===== src/hw/lube_pkg.sv =====
package lube_pkg;

  // timing: 20 MHz system clock, prescaled to a one-second tick
  localparam int unsigned CLK_HZ         = 20_000_000;
  localparam int unsigned SEC_CYCLES     = CLK_HZ;          // cycles per second
  localparam int unsigned TENTH_HOUR_S   = 360;             // 0.1 h = 6 min
  localparam int unsigned BLOCK_PAUSE1_S = 360;             // 6 min
  localparam int unsigned BLOCK_PAUSE2_S = 720;             // 12 min
  localparam int unsigned BLOCK_PAUSE3_S = 900;             // 15 min

  // retry sequence: three run times, two block pauses
  localparam logic [1:0] BLOCK_RUNS      = 2'h3;

  // fault hours in tenths, display ceiling 99 999.9 h
  localparam logic [19:0] FH_MAX         = 20'hF423F;       // 999 999 tenths
  localparam logic [19:0] FH_RESET       = 20'h00000;

  // pause setting in tenths of an hour
  localparam logic [7:0] PAUSE_0P1       = 8'h01;
  localparam logic [7:0] PAUSE_0P2       = 8'h02;

  // fault codes
  localparam logic [3:0] FC_NONE         = 4'h0;
  localparam logic [3:0] FC_NO_PROGRESS  = 4'h1;            // no_progress_fault_code
  localparam logic [3:0] FC_EXT_INPUT    = 4'h2;

  typedef enum logic [2:0] {
    ST_NORMAL_PAUSE = 3'b000,
    ST_NORMAL_RUN   = 3'b001,
    ST_BLOCK_PAUSE  = 3'b010,
    ST_BLOCK_RUN    = 3'b011,
    ST_FAULT        = 3'b100
  } seq_state_e;

  // fault classification and fault code travel together
  typedef struct packed {
    logic       warning;
    logic       malfunction;
    logic [3:0] code;
  } fault_info_s;

endpackage : lube_pkg


===== src/hw/lube_fault_supervisor.sv =====
`timescale 1ns/100ps
// Contract
// - on any fault, stop normal sequence, latch fault, present it
// - classify fault as warning or malfunction by severity
// - pulses still missing after retries: close valve and raise fault
// - fault-state timer counts time from fault raised to acknowledge
// - on acknowledge, fault-state time is added into fault hours
// - fault hours sum all fault intervals over unit life
// - fault hours are nonvolatile and cannot be cleared
// - fault hours displayed as two groups of three digits
// - fault hours display saturates at 99 999.9 hours
// - fault hours count in 0.1 hour steps only
// - no pulse in run time: leave normal, enter block pause
// - no pulse in block pause: start another block lubrication cycle
// - pulse during block operation: resume normal, starting with pause
// - three runs and two block pauses without pulse: no-progress fault
// - block pause 6, 12 or 15 minutes from pause setting
// - indicator flashes on pump fault, steady on external input fault
// - disable affected zone or all zones depending on fault type
// - acknowledge key or optional pressure switch clears and restarts
module lube_fault_supervisor #(
  parameter int unsigned SEC_DIV = lube_pkg::SEC_CYCLES
) (
  input  wire logic                  clk_i,
  input  wire logic                  resetn_i,
  input  wire logic                  detector_i,        // piston detector pin
  input  wire logic                  ack_key_i,         // acknowledge key pin
  input  wire logic                  external_pressure_switch_i,
  input  wire logic                  pressure_switch_en_i,
  input  wire logic                  ext_input_fault_i, // signal input fault, level
  input  wire logic                  pump_run_i,        // sequencer in pump run time
  input  wire logic                  run_end_i,         // pulse at run time end
  input  wire logic [7:0]            pause_time_setting_i,
  input  wire logic [1:0]            zone_i,            // zone being lubricated
  input  wire logic                  fault_hours_param_i,
  input  wire logic                  fh_nv_valid_i,     // nonvolatile image ready
  input  wire logic [19:0]           fh_nv_i,           // restored fault hours
  output logic                       halt_o,
  output logic                       block_mode_o,
  output logic                       start_run_o,
  output logic [3:0]                 zone_enable_o,
  output lube_pkg::fault_info_s      fault_o,
  output logic                       led_red_o,
  output logic                       fh_store_o,
  output logic [19:0]                fault_hours_o,
  output logic [11:0]                display_o,
  output logic                       display_group_o,
  output logic [19:0]                fault_state_o
);
  import lube_pkg::*;

  localparam int unsigned SEC_W = $clog2(SEC_CYCLES + 1);

  logic              det_lvl;
  logic              ack_lvl;
  logic              psw_lvl;
  logic              ext_lvl;
  logic              det_prev;
  logic              ack_prev;
  logic              psw_prev;
  logic              det_pulse;
  logic              ack_pulse;
  logic [SEC_W-1:0]  sec_cnt;
  logic              sec_tick;
  logic [9:0]        pause_cnt;
  logic [9:0]        block_pause_s;
  logic [8:0]        tenth_cnt;
  logic [1:0]        runs_done;
  logic              seen_pulse;
  logic              flash;
  logic [1:0]        fault_zone;
  logic              fault_all;
  logic [20:0]       fh_sum;
  logic              fh_loaded;
  logic [9:0]        hi_digits;
  logic [9:0]        lo_digits;
  seq_state_e        state;
  seq_state_e        next_state;

  // pins cross into the clock domain through three stages
  pin_sync u_det (.clk_i(clk_i), .resetn_i(resetn_i), .pin_i(detector_i), .level_o(det_lvl));
  pin_sync u_ack (.clk_i(clk_i), .resetn_i(resetn_i), .pin_i(ack_key_i), .level_o(ack_lvl));
  pin_sync u_psw (.clk_i(clk_i), .resetn_i(resetn_i),
                  .pin_i(external_pressure_switch_i), .level_o(psw_lvl));
  pin_sync u_ext (.clk_i(clk_i), .resetn_i(resetn_i),
                  .pin_i(ext_input_fault_i), .level_o(ext_lvl));

  // rising edges of the cleaned levels
  always_ff @(posedge clk_i) begin
    if (!resetn_i) begin
      det_prev <= 1'b0;
      ack_prev <= 1'b0;
      psw_prev <= 1'b0;
    end else begin
      det_prev <= det_lvl;
      ack_prev <= ack_lvl;
      psw_prev <= psw_lvl;
    end
  end

  assign det_pulse = det_lvl & ~det_prev;
  assign ack_pulse = (ack_lvl & ~ack_prev)
                   | (pressure_switch_en_i & psw_lvl & ~psw_prev);

  // one-second prescaler drives every timer
  always_ff @(posedge clk_i) begin
    if (!resetn_i) begin
      sec_cnt <= '0;
    end else if (sec_cnt == SEC_W'(SEC_DIV - 1)) begin
      sec_cnt <= '0;
    end else begin
      sec_cnt <= sec_cnt + 1'b1;
    end
  end
  assign sec_tick = (sec_cnt == SEC_W'(SEC_DIV - 1));

  // block pause length from the normal pause setting
  always_comb begin
    if (pause_time_setting_i <= PAUSE_0P1) begin
      block_pause_s = 10'(BLOCK_PAUSE1_S);
    end else if (pause_time_setting_i == PAUSE_0P2) begin
      block_pause_s = 10'(BLOCK_PAUSE2_S);
    end else begin
      block_pause_s = 10'(BLOCK_PAUSE3_S);
    end
  end

  // sequence state machine, block retries and fault halt
  always_comb begin
    next_state = state;
    case (state)
      ST_NORMAL_PAUSE: begin
        if (pump_run_i) begin
          next_state = ST_NORMAL_RUN;
        end
      end
      ST_NORMAL_RUN: begin
        if (run_end_i && !seen_pulse && !det_pulse) begin
          next_state = ST_BLOCK_PAUSE;
        end else if (run_end_i) begin
          next_state = ST_NORMAL_PAUSE;
        end
      end
      ST_BLOCK_PAUSE: begin
        if (det_pulse) begin
          next_state = ST_NORMAL_PAUSE;
        end else if (sec_tick && pause_cnt >= block_pause_s - 10'h001) begin
          next_state = ST_BLOCK_RUN;
        end
      end
      ST_BLOCK_RUN: begin
        if (det_pulse) begin
          next_state = ST_NORMAL_PAUSE;
        end else if (run_end_i && runs_done == BLOCK_RUNS - 2'h1) begin
          next_state = ST_FAULT;
        end else if (run_end_i) begin
          next_state = ST_BLOCK_PAUSE;
        end
      end
      ST_FAULT: begin
        if (ack_pulse) begin
          next_state = ST_NORMAL_PAUSE;
        end
      end
      default: next_state = ST_NORMAL_PAUSE;
    endcase
    if (ext_lvl && state != ST_FAULT) begin
      next_state = ST_FAULT;
    end
  end

  always_ff @(posedge clk_i) begin
    if (!resetn_i) begin
      state <= ST_NORMAL_PAUSE;
    end else begin
      state <= next_state;
    end
  end

  // counts runs in the block sequence, the first missed normal run is one
  always_ff @(posedge clk_i) begin
    if (!resetn_i) begin
      runs_done <= 2'h0;
    end else if (state == ST_NORMAL_RUN && next_state == ST_BLOCK_PAUSE) begin
      runs_done <= 2'h1;
    end else if (state == ST_BLOCK_RUN && next_state == ST_BLOCK_PAUSE) begin
      runs_done <= runs_done + 2'h1;
    end else if (next_state == ST_NORMAL_PAUSE) begin
      runs_done <= 2'h0;
    end
  end

  // a pulse anywhere in the run time counts
  always_ff @(posedge clk_i) begin
    if (!resetn_i) begin
      seen_pulse <= 1'b0;
    end else if (state != ST_NORMAL_RUN) begin
      seen_pulse <= 1'b0;
    end else if (det_pulse) begin
      seen_pulse <= 1'b1;
    end
  end

  // block pause timer in seconds
  always_ff @(posedge clk_i) begin
    if (!resetn_i) begin
      pause_cnt <= '0;
    end else if (state != ST_BLOCK_PAUSE) begin
      pause_cnt <= '0;
    end else if (sec_tick) begin
      pause_cnt <= pause_cnt + 10'h001;
    end
  end

  // latched fault and classification; held until acknowledge
  always_ff @(posedge clk_i) begin
    if (!resetn_i) begin
      fault_o    <= '0;
      fault_zone <= 2'h0;
      fault_all  <= 1'b0;
    end else if (state != ST_FAULT && next_state == ST_FAULT) begin
      fault_zone <= zone_i;
      if (ext_lvl) begin
        fault_o   <= '{warning: 1'b1, malfunction: 1'b0, code: FC_EXT_INPUT};
        fault_all <= 1'b1;
      end else begin
        fault_o   <= '{warning: 1'b0, malfunction: 1'b1, code: FC_NO_PROGRESS};
        fault_all <= 1'b0;
      end
    end else if (state == ST_FAULT && ack_pulse) begin
      fault_o   <= '0;
      fault_all <= 1'b0;
    end
  end

  // zone gating: affected valve or every zone shut while faulted
  always_ff @(posedge clk_i) begin
    if (!resetn_i) begin
      zone_enable_o <= 4'hF;
    end else if (next_state == ST_FAULT) begin
      for (int z = 0; z < 4; z++) begin
        if (state != ST_FAULT) begin
          zone_enable_o[z] <= !(ext_lvl || zone_i == 2'(z));
        end else begin
          zone_enable_o[z] <= !(fault_all || fault_zone == 2'(z));
        end
      end
    end else begin
      zone_enable_o <= 4'hF;
    end
  end

  // sequencer handshakes
  always_ff @(posedge clk_i) begin
    if (!resetn_i) begin
      halt_o       <= 1'b0;
      block_mode_o <= 1'b0;
      start_run_o  <= 1'b0;
    end else begin
      halt_o       <= (next_state == ST_FAULT);
      block_mode_o <= (next_state == ST_BLOCK_PAUSE) || (next_state == ST_BLOCK_RUN);
      start_run_o  <= (state == ST_BLOCK_PAUSE) && (next_state == ST_BLOCK_RUN);
    end
  end

  // indicator: toggles each second on pump fault, steady for input fault
  always_ff @(posedge clk_i) begin
    if (!resetn_i) begin
      flash     <= 1'b0;
      led_red_o <= 1'b0;
    end else begin
      if (sec_tick) begin
        flash <= ~flash;
      end
      if (state != ST_FAULT) begin
        led_red_o <= 1'b0;
      end else if (fault_o.code == FC_EXT_INPUT) begin
        led_red_o <= 1'b1;
      end else begin
        led_red_o <= flash;
      end
    end
  end

  // fault-state timer in tenths of an hour; partial steps are dropped
  always_ff @(posedge clk_i) begin
    if (!resetn_i) begin
      tenth_cnt     <= '0;
      fault_state_o <= '0;
    end else if (state != ST_FAULT) begin
      tenth_cnt     <= '0;
      fault_state_o <= '0;
    end else if (sec_tick) begin
      if (tenth_cnt == 9'(TENTH_HOUR_S - 1)) begin
        tenth_cnt     <= '0;
        fault_state_o <= fault_state_o + 20'h00001;
      end else begin
        tenth_cnt <= tenth_cnt + 9'h001;
      end
    end
  end
  assign fh_sum = {1'b0, fault_hours_o} + {1'b0, fault_state_o};

  // accumulator restored from nonvolatile image, never cleared by reset
  always_ff @(posedge clk_i) begin
    if (!resetn_i) begin
      fh_loaded  <= 1'b0;
      fh_store_o <= 1'b0;
    end else begin
      fh_store_o <= 1'b0;
      if (!fh_loaded && fh_nv_valid_i) begin
        fh_loaded <= 1'b1;
      end else if (fh_loaded && state == ST_FAULT && ack_pulse) begin
        fh_store_o <= 1'b1;
      end
    end
  end

  // fault_hours has no reset branch: the nonvolatile image loads it, acknowledge adds to it
  always_ff @(posedge clk_i) begin
    if (!fh_loaded && fh_nv_valid_i) begin
      fault_hours_o <= (fh_nv_i > FH_MAX) ? FH_MAX : fh_nv_i;
    end else if (fh_loaded && resetn_i && state == ST_FAULT && ack_pulse) begin
      fault_hours_o <= (fh_sum > {1'b0, FH_MAX}) ? FH_MAX : fh_sum[19:0];
    end
  end

  // display: upper and lower three decimal digits, BCD packed
  assign hi_digits = 10'(fault_hours_o / 20'h003E8);
  assign lo_digits = 10'(fault_hours_o % 20'h003E8);

  always_ff @(posedge clk_i) begin
    if (!resetn_i) begin
      display_group_o <= 1'b0;
      display_o       <= '0;
    end else if (fault_hours_param_i) begin
      if (sec_tick) begin
        display_group_o <= ~display_group_o;
      end
      if (sec_tick == display_group_o) begin // digits follow the group this edge sets
        display_o <= {4'(hi_digits / 10'd100), 4'((hi_digits / 10'd10) % 10'd10),
                      4'(hi_digits % 10'd10)};
      end else begin
        display_o <= {4'(lo_digits / 10'd100), 4'((lo_digits / 10'd10) % 10'd10),
                      4'(lo_digits % 10'd10)};
      end
    end else begin
      display_group_o <= 1'b0;
      display_o       <= '0;
    end
  end

  a_block_to_fault: assert property (@(posedge clk_i) disable iff (!resetn_i)
    state == ST_BLOCK_RUN && run_end_i && !det_pulse && !ext_lvl && runs_done == 2'h2
    |=> state == ST_FAULT ##1 halt_o) else $error("no fault after third run");
  a_pulse_resumes: assert property (@(posedge clk_i) disable iff (!resetn_i)
    (state == ST_BLOCK_PAUSE || state == ST_BLOCK_RUN) && det_pulse && !ext_lvl
    |=> state == ST_NORMAL_PAUSE) else $error("block not aborted by pulse");
  a_run_miss: assert property (@(posedge clk_i) disable iff (!resetn_i)
    state == ST_NORMAL_RUN && run_end_i && !seen_pulse && !det_pulse && !ext_lvl
    |=> state == ST_BLOCK_PAUSE) else $error("missed run not blocked");
  a_ack_clears: assert property (@(posedge clk_i) disable iff (!resetn_i)
    state == ST_FAULT && ack_pulse |=> fault_o == '0 && state == ST_NORMAL_PAUSE)
    else $error("acknowledge did not clear");
  a_fh_ceiling: assert property (@(posedge clk_i) disable iff (!resetn_i)
    fh_loaded |-> fault_hours_o <= FH_MAX) else $error("fault hours above limit");
  a_fh_monotone: assert property (@(posedge clk_i) disable iff (!resetn_i)
    fh_loaded && $past(fh_loaded) |-> fault_hours_o >= $past(fault_hours_o))
    else $error("fault hours decreased");
  a_fh_add: assert property (@(posedge clk_i) disable iff (!resetn_i)
    fh_loaded && state == ST_FAULT && ack_pulse && fh_sum <= {1'b0, FH_MAX}
    |=> fault_hours_o == $past(fh_sum[19:0])) else $error("fault time not added");
  a_halt_fault: assert property (@(posedge clk_i) disable iff (!resetn_i)
    state == ST_FAULT |-> halt_o && zone_enable_o != 4'hF)
    else $error("fault without halt");
  a_ext_steady: assert property (@(posedge clk_i) disable iff (!resetn_i)
    state == ST_FAULT && fault_o.code == FC_EXT_INPUT |=> led_red_o)
    else $error("input fault not steady");
  a_block_pause_len: assert property (@(posedge clk_i) disable iff (!resetn_i)
    state == ST_BLOCK_PAUSE |-> pause_cnt < block_pause_s)
    else $error("block pause overran");
endmodule : lube_fault_supervisor


===== src/hw/pin_sync.sv =====
`timescale 1ns/100ps
// three-stage sampler: a change counts once stages two and three agree
module pin_sync (
  input  wire logic clk_i,
  input  wire logic resetn_i,
  input  wire logic pin_i,
  output logic      level_o
);
  logic s1;
  logic s2;
  logic s3;

  // s1 feeds only s2, avoids reading a metastable stage
  always_ff @(posedge clk_i) begin
    if (!resetn_i) begin
      s1 <= 1'b0;
      s2 <= 1'b0;
      s3 <= 1'b0;
    end else begin
      s1 <= pin_i;
      s2 <= s1;
      s3 <= s2;
    end
  end

  always_ff @(posedge clk_i) begin
    if (!resetn_i) begin
      level_o <= 1'b0;
    end else if (s2 == s3) begin
      level_o <= s3;
    end
  end
endmodule : pin_sync


===== config.mk =====
export PLATFORM = sky130hd
export DESIGN_NAME = lube_fault_supervisor
export DESIGN_NICKNAME = d
export VERILOG_FILES = /design/src/hw/lube_pkg.sv /design/src/hw/lube_fault_supervisor.sv /design/src/hw/pin_sync.sv
export SDC_FILE = /design/constraint.sdc
export NUM_CORES = 1
export LEC_CHECK = 0
export BUFFER_PORTS_ARGS = -buffer_cell sky130_fd_sc_hd__buf_2
export CORE_AREA = 2 2 180 182
export CTS_BUF_LIST = sky130_fd_sc_hd__clkbuf_8
export CTS_CLUSTER_SIZE = 28
export DETAILED_ROUTE_END_ITERATION = 6
export DIE_AREA = 0 0 182 184
export GPL_ROUTABILITY_DRIVEN = 0
export MAX_ROUTING_LAYER = met4
export PLACE_DENSITY = 0.56
export SETUP_SLACK_MARGIN = 0.4
export SYNTH_ARGS = -nofsm -noshare
export SYNTH_HDL_FRONTEND = slang
export SYNTH_HIERARCHICAL = 1
export SYNTH_SLANG_ARGS = --single-unit

===== constraint.sdc =====
create_clock -name clk_i -period 13.8 [get_ports clk_i]
set_clock_uncertainty 0.2 [all_clocks]
set_input_delay 0 -clock clk_i [delete_from_list [all_inputs] [get_ports clk_i]]
set_output_delay 0 -clock clk_i [all_outputs]
set_load 0.005 [all_outputs]

Yosys cells after proc, flatten, opt, wreduce, memory -nomap -nowiden
Cells that the tools add are included.

storage, ports and cells
  flip-flop bits (word level) = 142
  input bits = 41
  output and inout bits = 68
  word-level logic and storage cells = 188

cells by class
  add/subtract/negate cells = 7
  divide/modulo/power cells = 10
  magnitude comparators = 4
  equality and inequality tests = 26
  mux-type cells = 34
  bitwise operators = 11
  reductions and logical operators = 53

operator list
  operator                  number
  $mux W20                  4
  $mod A10 B4 Y10 const B   4
  $mux W3                   10
  $add A25 B1 Y25 const B   1
  $eq A25 B25 Y1 const B    1
  $add A20 B20 Y21          1
  $gt A21 B20 Y1 const B    1
  $add A20 B1 Y20 const B   1
  $div A10 B4 Y10 const B   2
  $div A10 B7 Y10 const B   2
  $div A20 B10 Y20 const B  1
  $gt A20 B20 Y1 const B    1
  $mod A20 B10 Y20 const B  1
  $mux W6                   3
  $mux W9                   2
  $logic_and A1 B1 Y1       16
  $pmux W3 S5               1
  $eq A3 B2 Y1 const B      4
  $mux W12                  1
  $reduce_or A2 Y1          6
  $logic_not A1 Y1          11
  $add A10 B1 Y10 const B   1
  $eq A2 B2 Y1 const B      5
  $ge A10 B10 Y1            1
  other kinds (26)          64

Logic depth before layout (Yosys ltp)
Gate-level depths: netlist of run 1.

  depth after elaboration = 14
  gate-level depth with buffers = 59
  gate-level depth less buffers = 51

Modules after synthesis
Netlist of run 1, hierarchy kept.

by module, submodules not included
  module                 times used  cells an instance  area an instance (um2)  sequential area each (um2)
  lube_fault_supervisor  1           1561               11945.2                 2622.5
  pin_sync               4           10                 116.4                   80.1

Worst setup path after synthesis of run 1
OpenSTA, ideal clock, no wires.

  path type = reg2reg
  start = reg fault_hours_o[16]
  end = reg display_o[7]
  setup time = 74 ps
  arrival time = 12516 ps
  data required time = 13526 ps
  setup slack = 1010 ps
  stages on the path, launching flop included = 52
  path buffers = 4
  period minus slack after synthesis = 12790 ps
  cells stage by stage = edfxtp_1 buf_4 and4_1 buf_4 buf_6 a2111oi_0 a21oi_1 or4_1 a21oi_2 mux2_2 or4_1 nor2_1 o21ai_1 or3b_1 o31ai_2 a41oi_2 and4_1 or4_1 (+16 left out) o21ai_1 ha_1 nand2_1 a221o_1 a211oi_2 o211ai_2 o31a_4 xnor2_1 ha_1 inv_1 o311ai_1 a32o_1 a211oi_1 and4_1 nand2_1 a2111o_1 or4_1 a31oi_1

on the way
  word-level cells in the longest chain between the ends = 4
  elaborated cells between the ends (all ways) = 7
  classes of those cells = div: 6; mux: 1

ends and longest elaborated chain
  what                                                  line                                                        text
  from (decl)                                           lube_fault_supervisor.sv:45                                 output logic [19:0] fault_hours_o,
  from (signal assigned)                                lube_fault_supervisor.sv:322                                fault_hours_o <= (fh_nv_i > FH_MAX) ? FH_MAX : fh_nv_i;
  from (signal assigned)                                lube_fault_supervisor.sv:324                                fault_hours_o <= (fh_sum > {1'b0, FH_MAX}) ? FH_MAX : fh_sum[19:0];
  $mod A20 B10 Y20 or $div A20 B10 Y20 (tied branches)  lube_fault_supervisor.sv:330, lube_fault_supervisor.sv:329
  $div A10 B4 Y10 (on tied branches)                    lube_fault_supervisor.sv:344, lube_fault_supervisor.sv:341
  $mod A10 B4 Y10 (on tied branches)                    lube_fault_supervisor.sv:344, lube_fault_supervisor.sv:341
  $mux W12 (*)                                          lube_fault_supervisor.sv:340                                if (sec_tick == display_group_o) begin
  to (signal assigned)                                  lube_fault_supervisor.sv:341                                display_o <= {4'(hi_digits / 10'd100), 4'((hi_digits / 10'd10) % 10'd10),
  to (signal assigned)                                  lube_fault_supervisor.sv:344                                display_o <= {4'(lo_digits / 10'd100), 4'((lo_digits / 10'd10) % 10'd10),
  to (decl)                                             lube_fault_supervisor.sv:46                                 output logic [11:0] display_o,

Mark *: on every way between the ends. The rest lies on a longest branch, timed or not.
A chain may end at the register's enable or synchronous reset.

Final worst setup path of run 1
  start = reg fault_hours_o[18]
  end = reg display_o[7]

The elaborated chain is that of the path after synthesis.

==> run metrics, run 1 <==
status=finished clean; critical path startpoint category=register; 1st-iter DRT viols=about 1,200; post-placement cell area=about 13,000 sq um; Root Driver=clkbuf_8; slowest CP cell=or4_1; VDD IR max=between 90 and 100 uV; Pleak=roughly 0.0058 uW; row count=between 60 and 70; initial core utilization=roughly two fifths; Commonest cells post-synth=nor2_1, nand2_1, dfxtp_1, a21oi_1, o21ai_0; clk_lat worst skew=approximately 0.46 ns; asr flop ratio synth=0%; WHS=around 0.15 ns; Longest Clk Path Bufs=2; clock sinks=137; # diodes=0; most frequent cell after synthesis=nor2_1; Hold Fails Final Rpt=0; total power=approximately 2700 uW; sw frac=49.8%; final worst-path cycle share=93.9%; Setup Total Neg Slack=0 ns; DR vias=about 13,000; # DRC=0; slew margin rel.=27.5%; Final HPWL DP=between 20,000 and 30,000 microns; Int Pwr=approximately 1300 uW; combinational group share of total power=a little over two thirds; R2R setup slack=0.85 ns; initial antenna violation count=0; Die Ht=approximately 180 microns; final WL=a little under 40,000 microns; die area=33,500 sq um; Net count, final=between 1,500 and 2,000; Tmin final=~13 ns; register area share after synthesis=a little under a quarter; Initial DRT Pass Iterations=5; area of the multi-input gates=roughly 9400 sq um; port buffer count=about 110; Fill cells=about 3,200; top_reg_cell synth=dfxtp_1; Max Clock Freq=approximately 0.077 GHz; Synth cell types=approximately 130; Sw Pwr=~1300 uW; number of CTS-inserted buffers=17; Clock Power Share=approximately an eighth; YS warnings=6; Seq. cell area=between 2000 and 3000 sq um; total of max-cap violations=0; CTS tree=yes; crit-path most repeated cell=or4_1; Syn Std Cell Area=~12,000 sq um; Worst-Margin Slew=~1.1 ns; GRT Util Overall=roughly a quarter; Crit Path Category=reg -> reg; H-Tree Depth=4; CP max FO=16; Post-synth EDFFs=20; DRT antenna net count=0; Seq pwr share=between 10% and 20%; worst hold path type=in -> reg; grt ovf=0; Area Growth Syn to Fin=21.7%; top cells by area, synth=dfxtp_1, nor2_1, edfxtp_1; Yosys top cell area share=between 10% and 20%; vias per inst=approximately 6; Worst-path clk slew=around 0.080 ns; #FFs+latches synth=137; CP required=13.97 ns; Ports=109; Slew Limit Fails=0; pin count of the biggest net entering global routing=28; Mapped Cells=around 1,600; dominant cell type by area after synthesis=dfxtp_1; Pwr per Cell Area=around 180 nW/um^2; first-pass GRT wire length=62,200 microns; crit path DAT=roughly 13 ns; WL per Instance=17.9 microns; number of global-route vias before repair=between 10,000 and 15,000; layout cells sized above 1=22.4%; Finished Cell Area=between 15,000 and 20,000 sq um; RSZ-0062 raised after global routing=false; die span in x=about 180 microns; CP endpoint kind=register; core area=31,400 sq um; syn_area_per_cell=7.75 sq um; final setup vio count=0; max incr delay on CP=0.56 ns
==> layout make-up <==
cell class | instances | area share, %
flip-flops and latches | 137 | 19.5
multi-input cells | 1329 | 62.3
clock buffers | 20 | 1.82
repair buffers | 234 | 10.7
inverters | 62 | 1.54
clock inverters | 12 | 0.894
well taps | 402 | 3.33
==> cell usage in the layout, fill, tap and decap left out, drive strengths merged, types with 22 or more instances in the layout <==
| cell | Yosys | layout |
|---|---|---|
| xnor2 | 61 | 61 |
| xor2 | 33 | 33 |
| nand2 | 132 | 132 |
| and3 | 36 | 36 |
| and2 | 34 | 34 |
| a21oi | 104 | 104 |
| nor2 | 181 | 181 |
| nor3 | 47 | 47 |
| o21ai | 98 | 98 |
| nand3 | 62 | 62 |
| dfxtp | 117 | 117 |
| a31oi | 28 | 28 |
| a211oi | 27 | 27 |
| buf | 35 | 196 |
| inv | 62 | 67 |
| nand4 | 23 | 23 |
| dlygate4sd3 | 0 | 38 |
| or3 | 28 | 28 |
| ha | 44 | 44 |
| o211ai | 22 | 22 |
==> power by group through the flow <==
stage,clock network [uW],logic (uW),registers (uW)
after floorplan,0,1260,444
after global placement,0,1620,452
after detailed placement,0,1620,453
after CTS,360,1660,442
after global routing,376,2040,442
final,349,1860,440
==> cells by family (layout without fill, tap and decap cells) <==
kind of cell               count (synthesis)  in the layout  share of synthesized area (%)
AOI/OAI and AO/OA                        507            507                           30.5
xor gates and xnor gates                  94             94                           6.69
adders and majority gates                 51             51                           5.08
buffers and inverters                    136            328                           4.78
DFF                                      137            137                           23.7
muxes                                     28             28                           2.57
other                                      1              2                         0.0302
and+or+nand+nor                          647            647                           26.6
==> critical path: cells and delay by family (launching register included) <==
kind                     cells  cell delay [ns]
AO/OA/AOI/OAI               26             6.54
XOR/XNOR                     1             0.17
adder cells (fa/ha/maj)      3             0.65
buffers and inverters        3             0.35
flip-flops                   1             0.52
multiplexers                 1             0.37
AND/OR/NAND/NOR             15             4.03
==> state kept, by name (all words and copies together) (netlist names), 2 cells and up <==
signal         cells
sec_cnt           25
zone_enable_o      4
fault_hours_o     20
display_o         12
fault_zone         2
tenth_cnt          9
pause_cnt         10
runs_done          2
fault_state_o     20
state              3
==> routing by layer <==
layer  vias up  GRT usage (%)  share of wire, %
li1       6377              -                 -
met1      6295           31.7                47
met2       456           36.3                46
met3        69           2.89               5.0
met4         0           6.61               2.4
met5         -              -                 0
==> worst paths after layout <==
| kind | start | depth (start not counted) | endpoint |
|---|---|---|---|
| setup / recovery | fault_hours_o[18] | 49 | display_o[7] |
| hold / removal | fh_nv_valid_i | 4 | fh_loaded |
| setup reg to reg | fault_hours_o[18] | 49 | display_o[7] |
| hold reg to reg | u_ack/s1 | 1 | u_ack/s2 |
==> per-stage QoR <==
stage	utilization [%]	worst slack, ns	instances
floorplan	-	1.01	1602
global placement	42.5	0.394	2068
detailed placement	42.5	0.0711	2068
CTS	45.3	0.460	2144
global route	48.1	0.213	2196
finish	48.1	0.845	2196
==> repair_timing <==
item | CTS | global route
hold buffers | 38 | 0
pin swaps | 0 | 31
resized for setup | 10 | 99
buffers inserted | 6 | 52
hold endpoints to repair | 66 | 0
endpoints found under the setup margin | 3 | 4
No activity file was read; power rests on OpenSTA's default activity.
==> inputs of run 2 (changes only) <==
--- a/config.mk
+++ b/config.mk
@@ -14,6 +14,7 @@
 export GPL_ROUTABILITY_DRIVEN = 0
 export MAX_ROUTING_LAYER = met4
 export PLACE_DENSITY = 0.56
+export REMOVE_ABC_BUFFERS = 1
 export SETUP_SLACK_MARGIN = 0.4
 export SYNTH_ARGS = -nofsm -noshare
 export SYNTH_HDL_FRONTEND = slang
==> run 2 against run 1 <==
Net effect:
- final cell count fell by 1.1%
- flip-flop and latch count is the same
- largest cell class unchanged
- critical path type unchanged
- worst setup slack better by 0.091 ns
- die area did not move
- power down 2.9%
- sequential power barely moved
- fmax rose by 0.71%
- worst hold slack got worse by 0.015 ns
- critical path depth is 1 lower
- non-clock buffer count is 26 lower
- cell area is 2.5% lower
==> run metrics, run 2 (synthesis gave the netlist of run 1 again) <==
status=finished clean; number of CTS-inserted buffers=17 (unchanged); Slew Limit Fails=0 (unchanged); Area Growth Syn to Fin=18.7%; WL per Instance=17.7 microns (-1.4%); Fill cells=3,122 (-1.1%); Final Core Density=46.9% (-1.2 points); final worst-path cycle share=93.2% (-0.66 points); Pleak=0.00562 uW (-2.7%); Max Clock Freq=0.0777 GHz (+0.71%); Largest register FFs=25 (unchanged); DRT antenna net count=0 (unchanged); first-pass GRT wire length=60,800 microns (-2.3%); die span in x=182 microns (unchanged); 1st-iter DRT viols=988 (-15%); min-delay src=fh_nv_valid_i; Final Non-Filler Cells=2,171 (-1.1%); R2R setup slack=0.94 ns (+0.09 ns); Hold EP=fh_loaded; RSZ-0062 raised after global routing=false; total of max-cap violations=0 (unchanged); clk_lat worst skew=0.47 ns (about the same); DR vias=12,985 (-1.6%); RR Endpoint=display_o[7]; core area=31,400 sq um (unchanged); Worst-Margin Slew=1.08 ns (-0.00660 ns); GRT Util Overall=22.8% (-0.50 points); Die Ht=184 microns (unchanged); Root Driver=clkbuf_8; worst reg2reg startpoint=fault_hours_o[18]; vias per inst=5.98 (-0.47%); Longest Clk Path Bufs=2 (unchanged); worst-case reg-to-reg path depth=48 (-2.0%); H-Tree Depth=4 (unchanged); register with the most flip-flops=sec_cnt; worst hold path type=in -> reg; row count=65 (unchanged); Hold Fails Final Rpt=0 (unchanged); grt ovf=0 (unchanged); number of global-route vias before repair=11,587 (-2.3%); # DRC=0 (unchanged); layout cells sized above 1=19.7% (-2.7 points); Ports=109 (unchanged); pin count of the biggest net entering global routing=28 (unchanged); initial core utilization=39.5% (unchanged); CTS tree=yes; final setup vio count=0 (unchanged); Pwr per Cell Area=175 nW/um^2 (-0.44%); Crit Path Category=reg -> reg; crit path DAT=13.05 ns (-0.08 ns); Net count, final=1,841 (-1.4%); port buffer count=106 (unchanged); hold depth=4 (unchanged); Initial DRT Pass Iterations=5 (unchanged); Inst Count DP=2,066 (-0.097%); commonest non-fill, non-tap cells in the layout=nor2_1, nand2_1, dfxtp_1, buf_2, a21oi_1; slowest CP cell=or4_1; final WL=38,400 microns (-2.5%); Final HPWL DP=28,400 microns (-0.86%); slew margin rel.=28.1% (+0.62 points); die area=33,500 sq um (unchanged); most common cell after layout, fill and taps aside=nor2_1; initial antenna violation count=1 (+1); critical path startpoint category=register; biggest registers after layout=sec_cnt: 25 flops, fault_hours_o: 20 flops, fault_state_o: 20 flops; max incr delay on CP=0.55 ns (about the same); Worst-path clk slew=0.09 ns (about the same); CP max FO=16 (unchanged); clock sinks=137 (unchanged); VDD IR max=97.9 uV (+1.4%); CP required=13.99 ns (+0.02 ns); Tmin final=12.86 ns (-0.0910 ns); CP endpoint kind=register; Setup Total Neg Slack=0 ns (unchanged)
run 2: per-layer routing:
layer  global-route usage, %  vias to the layer above  wire, microns
met3                    3.33                       74           2060
met5                       -                        -              0
li1                        -                     6318              -
met1                    30.3                     6141          17700
met2                    35.3                      452          17500
met4                    8.10                        0           1140
run 2: report_power, final:
group | leakage, uW | switching (uW) | internal (uW)
sequential | 0.00114 | 17.3 | 425
combinational | 0.00427 | 1100 | 684
clock | 0.000211 | 187 | 168
total | 0.00562 | 1300 | 1280
run 2: worst max-delay path by stage:
stage | startpoint | to | slack [ns] | cells past startpoint
after floorplan | fault_hours_o[19] | display_o[7] | 0.19 | 48
after detailed placement | fault_hours_o[13] | display_o[7] | 0.21 | 48
final | fault_hours_o[18] | display_o[7] | 0.94 | 48
after global routing | fault_hours_o[16] | display_o[7] | 0.28 | 46
after global placement | fault_hours_o[13] | display_o[7] | 0.40 | 45
after CTS | fault_hours_o[16] | display_o[7] | 0.41 | 48
run 2: through the flow:
stage	hold slack, ns	cell area [sq um]	setup slack [ns]	total power, uW
after floorplan	-0.0842	12100	0.189	1680
after global placement	0.00931	13300	0.397	2070
after detailed placement	0.0140	13300	0.211	2070
after CTS	0.0959	14100	0.406	2450
after global routing	0.120	14700	0.285	2770
final	0.136	14700	0.936	2580
run 2: what timing repair did:
item | CTS | global route
buffers inserted | 0 | 35
setup endpoints to repair | 3 | 3
hold buffers | 37 | 0
gates resized for setup | 3 | 72
pin swaps | 0 | 12
endpoints found under the hold margin | 66 | 0
run 2: final cells by class:
class | instances | area [sq um] | area share, %
multi-input combinational | 1329 | 9250 | 62.7
sequential | 137 | 2940 | 20.0
timing repair buffer | 208 | 1400 | 9.47
tap | 402 | 503 | 3.41
clock buffer | 17 | 234 | 1.59
inverter | 62 | 233 | 1.58
clock inverter | 15 | 181 | 1.23
antenna | 1 | 2.50 | 0.0170
run 2: critical path, delay by kind of cell, from the launching register on:
kind / cells / cell delay, ns
adders and majority gates: 3 / 0.70
and+or+nand+nor: 14 / 3.93
AOI/OAI and AO/OA: 27 / 6.67
buffers and inverters: 2 / 0.16
xor gates and xnor gates: 1 / 0.19
muxes: 1 / 0.44
DFF: 1 / 0.49
